<file path="src/dma_chan_regs.vh">
// offsets, field positions, reset values and sizes of the dma channel address block
`ifndef DMA_CHAN_REGS_VH
`define DMA_CHAN_REGS_VH

`define SFR_PAGE_DMA 4'hF
`define ADDR_CHANNEL_SELECT_REG 8'h94
`define ADDR_CHAN_BASE_ADDR_LOW 8'hC9
`define ADDR_CHAN_BASE_ADDR_HIGH 8'hCA
`define ADDR_CHAN_ADDR_OFFSET_LOW 8'hCB
`define ADDR_CHAN_ADDR_OFFSET_HIGH 8'hCC
`define ADDR_CHAN_XFER_SIZE_LOW 8'hCD
`define ADDR_CHAN_XFER_SIZE_HIGH 8'hCE

`define SEL_MSB 2
`define BASE_UPPER_MSB 3
`define OFFSET_UPPER_MSB 1
`define SIZE_UPPER_MSB 1
`define BASE_W 12
`define OFFSET_W 10
`define SIZE_W 10
`define NUM_CHAN 7
`define SEL_RESERVED 3'h7

`define RST_BYTE 8'h00
`define RST_SEL 3'h0
`define RST_BASE 12'h000
`define RST_OFFSET 10'h000
`define RST_SIZE 10'h000

`define FIFO_WIDTH 8
`define FIFO_DEPTH 8
`define FIFO_AW 3

`endif

</file>
<file path="src/dma_channel_address_size.v">
// per-channel base, offset and size registers with byte transfer path to data memory
`timescale 1ns/10ps
`include "dma_chan_regs.vh"

module dma_channel_address_size (
  input wire i_mclk,
  input wire i_nrst,
  input wire [3:0] i_sfr_page,
  input wire [7:0] i_sfr_addr,
  input wire i_sfr_wr,
  input wire i_sfr_rd,
  input wire [7:0] i_sfr_wdata,
  output wire [7:0] o_sfr_rdata,
  input wire i_xfer_start,
  input wire [2:0] i_xfer_chan,
  output wire o_xfer_busy,
  output wire o_xfer_done,
  input wire i_per_valid,
  input wire [7:0] i_per_data,
  output wire o_per_ready,
  output wire o_mem_wr,
  output wire [11:0] o_mem_addr,
  output wire [7:0] o_mem_wdata,
  input wire i_mem_ready
);
  reg [2:0] sel_ff;
  reg [`BASE_W-1:0] base_ff [0:`NUM_CHAN-1];
  reg [`OFFSET_W-1:0] off_ff [0:`NUM_CHAN-1];
  reg [`SIZE_W-1:0] size_ff [0:`NUM_CHAN-1];
  reg [7:0] rdata_ff;
  reg [7:0] nxt_rdata;
  reg busy_ff;
  reg done_ff;
  reg [2:0] act_ff;
  reg [`SIZE_W-1:0] in_cnt_ff;
  reg [`SIZE_W-1:0] out_cnt_ff;
  reg mem_wr_ff;
  reg [11:0] mem_addr_ff;
  reg [7:0] mem_wdata_ff;
  wire [6:0] sel_oh;
  wire sel_valid;
  wire page_hit;
  wire wr_hit;
  wire fifo_in_ready;
  wire fifo_out_valid;
  wire [7:0] fifo_out_data;
  wire fifo_out_ready;
  wire src_open;
  wire pop;
  wire finish;
  integer c;
  integer c_off;
  wire [`SIZE_W-1:0] act_size;
  wire start_valid;
  wire start_ok;
  wire take;
  wire mem_free;
  wire sel_hit;
  wire rd_indirect;
  wire [11:0] cur_addr;

  // base plus offset, wrapping in the data memory space
  function [11:0] mem_addr_of;
    input [`BASE_W-1:0] base;
    input [`OFFSET_W-1:0] off;
    reg [12:0] sum;
    begin
      sum = {1'b0, base} + {3'h0, off};
      mem_addr_of = sum[11:0];
    end
  endfunction

  // true while a byte count is short of the size
  function below_size;
    input [`SIZE_W-1:0] cnt;
    input [`SIZE_W-1:0] size;
    begin
      below_size = (cnt != size);
    end
  endfunction

  // ten bit step by one, wrapping
  function [9:0] step10;
    input [9:0] v;
    begin
      step10 = v + 10'h001;
    end
  endfunction

  chan_sel_decode u_sel_decode (
    .i_sel(sel_ff),
    .o_onehot(sel_oh),
    .o_valid(sel_valid)
  );

  // reserved code refused as transfer channel
  chan_sel_decode u_start_decode (
    .i_sel(i_xfer_chan),
    .o_onehot(),
    .o_valid(start_valid)
  );

  assign page_hit = (i_sfr_page == `SFR_PAGE_DMA);
  assign wr_hit = i_sfr_wr && page_hit;
  assign sel_hit = page_hit && (i_sfr_addr == `ADDR_CHANNEL_SELECT_REG);
  assign rd_indirect = page_hit && sel_valid;

  // size of the running channel
  assign act_size = size_ff[act_ff];

  // limit bytes accepted to the count
  assign src_open = busy_ff && below_size(in_cnt_ff, act_size);
  assign o_per_ready = src_open && fifo_in_ready;
  assign take = i_per_valid && o_per_ready;

  byte_fifo #(
    .WIDTH(`FIFO_WIDTH),
    .DEPTH(`FIFO_DEPTH),
    .AW(`FIFO_AW)
  ) u_fifo (
    .i_mclk(i_mclk),
    .i_nrst(i_nrst),
    .i_in_valid(i_per_valid && src_open),
    .i_in_data(i_per_data),
    .o_in_ready(fifo_in_ready),
    .o_out_valid(fifo_out_valid),
    .o_out_data(fifo_out_data),
    .i_out_ready(fifo_out_ready)
  );

  assign mem_free = !mem_wr_ff || i_mem_ready;
  assign fifo_out_ready = busy_ff && below_size(out_cnt_ff, act_size) && mem_free;
  assign pop = fifo_out_valid && fifo_out_ready;
  // done once last byte taken by memory
  assign finish = busy_ff && !below_size(out_cnt_ff, act_size) && !mem_wr_ff;
  // address of the byte leaving the fifo
  assign cur_addr = mem_addr_of(base_ff[act_ff], off_ff[act_ff]);
  // start only when idle on a valid channel
  assign start_ok = !busy_ff && i_xfer_start && start_valid;

  // channel select register
  always @(posedge i_mclk or negedge i_nrst) begin
    if (!i_nrst) begin
      sel_ff <= `RST_SEL;
    end else if (i_sfr_wr && sel_hit) begin
      sel_ff <= i_sfr_wdata[`SEL_MSB:0];
    end
  end

  // per-channel registers
  always @(posedge i_mclk or negedge i_nrst) begin
    if (!i_nrst) begin
      for (c = 0; c < `NUM_CHAN; c = c + 1) begin
        base_ff[c] <= `RST_BASE;
        size_ff[c] <= `RST_SIZE;
      end
    end else begin
      for (c = 0; c < `NUM_CHAN; c = c + 1) begin
        if (wr_hit && sel_oh[c]) begin
          case (i_sfr_addr)
            `ADDR_CHAN_BASE_ADDR_LOW: begin
              base_ff[c][7:0] <= i_sfr_wdata;
            end
            `ADDR_CHAN_BASE_ADDR_HIGH: begin
              base_ff[c][11:8] <= i_sfr_wdata[`BASE_UPPER_MSB:0];
            end
            `ADDR_CHAN_XFER_SIZE_LOW: begin
              size_ff[c][7:0] <= i_sfr_wdata;
            end
            `ADDR_CHAN_XFER_SIZE_HIGH: begin
              size_ff[c][9:8] <= i_sfr_wdata[`SIZE_UPPER_MSB:0];
            end
            default: begin
            end
          endcase
        end
      end
    end
  end

  // offset step per byte, software write wins
  always @(posedge i_mclk or negedge i_nrst) begin
    if (!i_nrst) begin
      for (c_off = 0; c_off < `NUM_CHAN; c_off = c_off + 1) begin
        off_ff[c_off] <= `RST_OFFSET;
      end
    end else begin
      for (c_off = 0; c_off < `NUM_CHAN; c_off = c_off + 1) begin
        if (pop && act_ff == c_off[2:0]) begin
          off_ff[c_off] <= step10(off_ff[c_off]);
        end
        if (wr_hit && sel_oh[c_off] && i_sfr_addr == `ADDR_CHAN_ADDR_OFFSET_LOW) begin
          off_ff[c_off][7:0] <= i_sfr_wdata;
        end
        if (wr_hit && sel_oh[c_off] && i_sfr_addr == `ADDR_CHAN_ADDR_OFFSET_HIGH) begin
          off_ff[c_off][9:8] <= i_sfr_wdata[`OFFSET_UPPER_MSB:0];
        end
      end
    end
  end

  // read mux, reserved bits zero
  always @* begin
    nxt_rdata = `RST_BYTE;
    if (sel_hit) begin
      nxt_rdata = {5'h00, sel_ff};
    end else if (rd_indirect) begin
      case (i_sfr_addr)
        `ADDR_CHAN_BASE_ADDR_LOW: begin
          nxt_rdata = base_ff[sel_ff][7:0];
        end
        `ADDR_CHAN_BASE_ADDR_HIGH: begin
          nxt_rdata = {4'h0, base_ff[sel_ff][11:8]};
        end
        `ADDR_CHAN_ADDR_OFFSET_LOW: begin
          nxt_rdata = off_ff[sel_ff][7:0];
        end
        `ADDR_CHAN_ADDR_OFFSET_HIGH: begin
          nxt_rdata = {6'h00, off_ff[sel_ff][9:8]};
        end
        `ADDR_CHAN_XFER_SIZE_LOW: begin
          nxt_rdata = size_ff[sel_ff][7:0];
        end
        `ADDR_CHAN_XFER_SIZE_HIGH: begin
          nxt_rdata = {6'h00, size_ff[sel_ff][9:8]};
        end
        default: begin
          nxt_rdata = `RST_BYTE;
        end
      endcase
    end
  end

  always @(posedge i_mclk or negedge i_nrst) begin
    if (!i_nrst) begin
      rdata_ff <= `RST_BYTE;
    end else if (i_sfr_rd) begin
      rdata_ff <= nxt_rdata;
    end
  end

  // transfer control
  always @(posedge i_mclk or negedge i_nrst) begin
    if (!i_nrst) begin
      busy_ff <= 1'b0;
      done_ff <= 1'b0;
      act_ff <= 3'h0;
      in_cnt_ff <= `RST_SIZE;
      out_cnt_ff <= `RST_SIZE;
    end else begin
      done_ff <= finish;
      if (finish) begin
        busy_ff <= 1'b0;
      end else if (start_ok) begin
        busy_ff <= 1'b1;
        act_ff <= i_xfer_chan;
        in_cnt_ff <= `RST_SIZE;
        out_cnt_ff <= `RST_SIZE;
      end else begin
        if (take) begin
          in_cnt_ff <= step10(in_cnt_ff);
        end
        if (pop) begin
          out_cnt_ff <= step10(out_cnt_ff);
        end
      end
    end
  end

  // memory write stage
  always @(posedge i_mclk or negedge i_nrst) begin
    if (!i_nrst) begin
      mem_wr_ff <= 1'b0;
      mem_addr_ff <= 12'h000;
      mem_wdata_ff <= `RST_BYTE;
    end else if (pop) begin
      mem_wr_ff <= 1'b1;
      mem_addr_ff <= cur_addr;
      mem_wdata_ff <= fifo_out_data;
    end else if (i_mem_ready) begin
      mem_wr_ff <= 1'b0;
    end
  end

  assign o_sfr_rdata = rdata_ff;
  assign o_xfer_busy = busy_ff;
  assign o_xfer_done = done_ff;
  assign o_mem_wr = mem_wr_ff;
  assign o_mem_addr = mem_addr_ff;
  assign o_mem_wdata = mem_wdata_ff;
endmodule

</file>
<file path="src/chan_sel_decode.v">
// channel select decoder: one-hot channel and validity
`timescale 1ns/10ps
`include "dma_chan_regs.vh"
module chan_sel_decode (
  input wire [2:0] i_sel,
  output reg [6:0] o_onehot,
  output wire o_valid
);
  assign o_valid = (i_sel != `SEL_RESERVED);

  always @* begin
    o_onehot = 7'h00;
    if (i_sel != `SEL_RESERVED) begin
      o_onehot[i_sel] = 1'b1;
    end
  end
endmodule

</file>
<file path="src/byte_fifo.v">
// synchronous fifo with valid/ready on both sides
`timescale 1ns/10ps
module byte_fifo #(
  parameter WIDTH = 8,
  parameter DEPTH = 8,
  parameter AW = 3
) (
  input wire i_mclk,
  input wire i_nrst,
  input wire i_in_valid,
  input wire [WIDTH-1:0] i_in_data,
  output wire o_in_ready,
  output wire o_out_valid,
  output wire [WIDTH-1:0] o_out_data,
  input wire i_out_ready
);
  reg [WIDTH-1:0] mem_ff [0:DEPTH-1];
  reg [AW-1:0] wptr_ff;
  reg [AW-1:0] rptr_ff;
  reg [AW:0] cnt_ff;
  wire push;
  wire pop;

  assign o_in_ready = (cnt_ff != DEPTH[AW:0]);
  assign o_out_valid = (cnt_ff != {(AW+1){1'b0}});
  assign o_out_data = mem_ff[rptr_ff];
  assign push = i_in_valid && o_in_ready;
  assign pop = o_out_valid && i_out_ready;

  always @(posedge i_mclk) begin
    if (push) begin
      mem_ff[wptr_ff] <= i_in_data;
    end
  end

  always @(posedge i_mclk or negedge i_nrst) begin
    if (!i_nrst) begin
      wptr_ff <= {AW{1'b0}};
      rptr_ff <= {AW{1'b0}};
      cnt_ff <= {(AW+1){1'b0}};
    end else begin
      if (push) begin
        wptr_ff <= (wptr_ff == DEPTH[AW-1:0] - 1'b1) ? {AW{1'b0}} : wptr_ff + 1'b1;
      end
      if (pop) begin
        rptr_ff <= (rptr_ff == DEPTH[AW-1:0] - 1'b1) ? {AW{1'b0}} : rptr_ff + 1'b1;
      end
      if (push && !pop) begin
        cnt_ff <= cnt_ff + 1'b1;
      end else if (pop && !push) begin
        cnt_ff <= cnt_ff - 1'b1;
      end
    end
  end
endmodule

</file>
<file path="config.mk">
export PLATFORM = sky130hd
export DESIGN_NAME = dma_channel_address_size
export DESIGN_NICKNAME = d
export VERILOG_FILES = /design/src/dma_channel_address_size.v /design/src/chan_sel_decode.v /design/src/byte_fifo.v
export VERILOG_INCLUDE_DIRS = /design/src /design/src/src
export SDC_FILE = /design/constraint.sdc
export NUM_CORES = 1
export LEC_CHECK = 0
export ABC_AREA = 1
export BUFFER_PORTS_ARGS = -buffer_cell sky130_fd_sc_hd__buf_2
export CAP_MARGIN = 5
export CELL_PAD_IN_SITES_DETAIL_PLACEMENT = 0
export CELL_PAD_IN_SITES_GLOBAL_PLACEMENT = 1
export CORE_MARGIN = 5
export CORE_UTILIZATION = 45
export DETAILED_ROUTE_END_ITERATION = 6
export PLACE_DENSITY = 0.75
export SYNTH_ARGS = -nofsm -noshare
export SYNTH_HDL_FRONTEND = slang
export SYNTH_HIERARCHICAL = 1
export SYNTH_SLANG_ARGS = --single-unit
</file>
<file path="constraint.sdc">
create_clock -name i_mclk -period 3.4 [get_ports i_mclk]
set_clock_uncertainty 0.05 [all_clocks]
set_input_delay 0.85 -clock i_mclk [delete_from_list [all_inputs] [get_ports i_mclk]]
set_output_delay 0.85 -clock i_mclk [all_outputs]
set_load 0.02 [all_outputs]
</file>
==> metrics.md <==
| Metric | Value |
|---|---|
| Outcome | `finished with violations` |
| Failing checks | `setup timing` |
| Sw Share | `0.384` |
| Post-Synthesis Cells | `2792` |
| CP delay by family, top | `simple AND/OR/NAND/NOR gates` |
| First-pass GRT wire length | `115000 um` |
| Critical path buffers and inverters | `4` |
| Starting density of the core | `0.457` |
| Register area | `9210 um^2` |
| Die ar. | `50500 um^2` |
| Post-layout min period | `3.44 ns` |
| Crit start category | `register` |
| Tightest Pin Transition | `1.00 ns` |
| Peak supply drop | `428 uV` |
| Net load switching power | `5770 uW` |
| HPWL after DPL | `53500 um` |
| Worst path max stage delay | `0.45 ns` |
| Highest net fanout along the worst path | `8` |
| Clk slew on worst S/H paths | `0.06 ns` |
| Worst path depth | `14` |
| Routed vias/inst | `5.77` |
| Pin count of the biggest net entering global routing | `96` |
| Final Util | `0.526` |
| CTS tree | `built` |
| DRT iter0 DRCs | `2130` |
| Worst Setup End Kind | `output port` |
| FF-to-FF path depth | `20` |
| Num ports | `70` |
| Initial antenna violation count | `1` |
| DRC | `0` |
| CP max stage cell | `dfrtp_2` |
| Worst setup margin | `-0.0381 ns` |
| Leak | `0.0110 uW` |
| Area Growth Syn to Fin | `15.3%` |
| Critical Path RT | `2.50 ns` |
| Gr usage total | `0.294` |
| Synth warnings | `6` |
| Port Buffers | `69` |
| Hold WS | `0.129 ns` |
| Critical Path AT | `2.54 ns` |
| Max Fclk | `0.291 GHz` |
| Final ANT Viol Nets | `0` |
| Reg power frac | `0.358` |
| DP Cell Count | `3429` |
| Clock power share | `0.301` |
| Max clock buf depth | `3` |
| Vias in the first global route | `18856` |
| Cell Count, Final, Fillers Out | `3522` |
| Setup violators final | `1` |
| Min-Delay Path Class | `in -> async` |
| Synth Area per Inst | `7.44 um^2` |
| Internal power | `9250 uW` |
| Hold Violations, Final | `0` |
| Fillers | `4503` |
| CP cell instances | `buf_12 > nor2_4 > buf_6 > nand2_2 > nand4_1 > nand3b_1 > nand2_1 > inv_1 > nand2_2 > nor2_4 > nand3_4 > nand2_4 > nor2_4 > buf_6` |
| PwrDens | `627 nW/um^2` |
| Clock sinks | `355` |
| Worst-skew pair later-pin latency | `0.58 ns` |
| RSZ-0062 raised after global routing | `true` |
| Most frequent CP cell | `nor2_4` |
| Multi-input logic area | `10200 um^2` |
| Cell area after synthesis | `20800 um^2` |
| Core ar. | `45500 um^2` |
| GPL Wtd Cong | `0.976` |
| Die width | `225 um` |
| Max cap viols | `0` |
| WL final | `76200 um` |
| Routed wire per std cell | `21.6 um` |
| Clk root buf | `clkbuf_16` |
| Chip height | `225 um` |
| Via count | `20305` |
| Grt total ovfl | `0` |
| Relative slew slack | `0.331` |
| Critical path class | `reg -> out` |
| DRT Pass-1 Iters | `6` |
| Nets | `2956` |
| Layout cell share with drive strength beyond 1 | `0.126` |
| Max-slew violations | `0` |
| Logic pwr share | `0.340` |
| CTS Buf Count | `41` |
| Clock H-tree levels | `2` |
| Fin crit share | `1.01` |
| Syn nets | `2858` |
| Row cnt | `78` |
## path summary, 6_finish.rpt
path	slack [ns]	endpoint	start
hold / removal	0.13	base_ff[57]	i_nrst
hold reg to reg	0.42	o_mem_addr[0]	o_mem_addr[0]
max in group asynchronous	2.24	u_fifo/cnt_ff[2]	i_nrst
setup reg to reg	0.08	o_mem_addr[11]	act_ff[0]
setup / recovery	-0.04	o_per_ready	act_ff[0]
min in group i_mclk	0.42	o_mem_addr[0]	o_mem_addr[0]
## timing repair
item                       in CTS  in global routing
pin swaps                       2                 18
hold buffers                    0                  0
setup endpoints to repair       3                  9
cloned                          0                  1
buffers inserted                4                 13
gates resized for setup        15                 63
## layer usage
metal,part of all wire,track usage,vias to the layer above
li1,-,-,9532
met1,0.45,0.424,9734
met2,0.44,0.449,873
met3,0.078,0.0529,166
met4,0.034,0.100,0
met5,0,0,-
## power groups by stage
| stage | logic, uW | registers [uW] | clock network [uW] |
|---|---|---|---|
| 6_report | 5110 | 5380 | 4530 |
| 5_1_grt | 5640 | 5440 | 4760 |
| 4_1_cts | 4810 | 5360 | 4600 |
| 3_5_place_dp | 4700 | 5440 | 0 |
| 3_3_place_gp | 4670 | 5430 | 0 |
| 2_1_floorplan | 3160 | 5360 | 0 |
## through the flow
stage               total power [uW]  setup WS (ns)  setup TNS, ns  instance area, um^2
global route                   15800         -0.145         -0.212                23900
finish                         15000        -0.0381        -0.0381                23900
floorplan                       8530          0.316              0                20800
CTS                            14800        -0.0565        -0.0565                23600
detailed placement             10100       -0.00443       -0.00443                22200
global placement               10100        -0.0333        -0.0333                22200
## worst reg2reg max path, cell delays in order (launching register included)
cell and delay [ns]:
dfrtp_2 0.43, buf_12 0.16, nor2_4 0.07, buf_4 0.14
buf_4 0.12, inv_1 0.10, nor2_2 0.06, inv_2 0.13
o22ai_1 0.09, a21oi_1 0.28, nand2_1 0.20, ha_1 0.41
nand2_1 0.11, nor2_2 0.12, nand3_1 0.09, o2111ai_1 0.15
nand2_1 0.08, inv_1 0.06, o21ai_1 0.06, xor2_1 0.16
o21ai_0 0.17
## state kept, by name (all words and copies together), names as in the netlist
signal / cells
act_ff: 3
base_ff: 84
in_cnt_ff: 10
o_mem_addr: 12
o_mem_wdata: 8
o_mem_wr: 1
o_sfr_rdata: 8
o_xfer_busy: 1
o_xfer_done: 1
off_ff: 70
out_cnt_ff: 10
sel_ff: 3
size_ff: 70
u_fifo/cnt_ff: 4
u_fifo/mem_ff: 64
u_fifo/rptr_ff: 3
u_fifo/wptr_ff: 3
## cell usage in the layout (no fill, tap or decap), drive strengths merged, types with 2 or more instances in the layout
master / n
nand2: 784
o21ai: 421
dfrtp: 291
inv: 243
nand3: 240
nor2: 208
buf: 191
a21oi: 138
edfxtp: 64
clkbuf: 57
xor2: 39
o22ai: 34
o211ai: 29
nor3: 26
ha: 26
nand4: 21
clkinv: 18
o221ai: 13
xnor2: 10
or2: 10
a221oi: 7
o2111ai: 7
a31oi: 6
a22o: 5
nor4: 5
a211oi: 4
o31ai: 4
clkinvlp: 3
a22oi: 3
nand3b: 3
bufinv: 3
a32oi: 2
nor3b: 2
fa: 2
## area by class of cell
class	instances	share of cell area
sequential	355	0.385
clock inverter	18	0.00841
tap	600	0.0314
clock buffer	56	0.0481
inverter	249	0.0398
multi-input combinational	2051	0.425
timing repair buffer	192	0.0629
antenna	1	0.000105
Note: power is estimated with default switching activity, not from simulation.
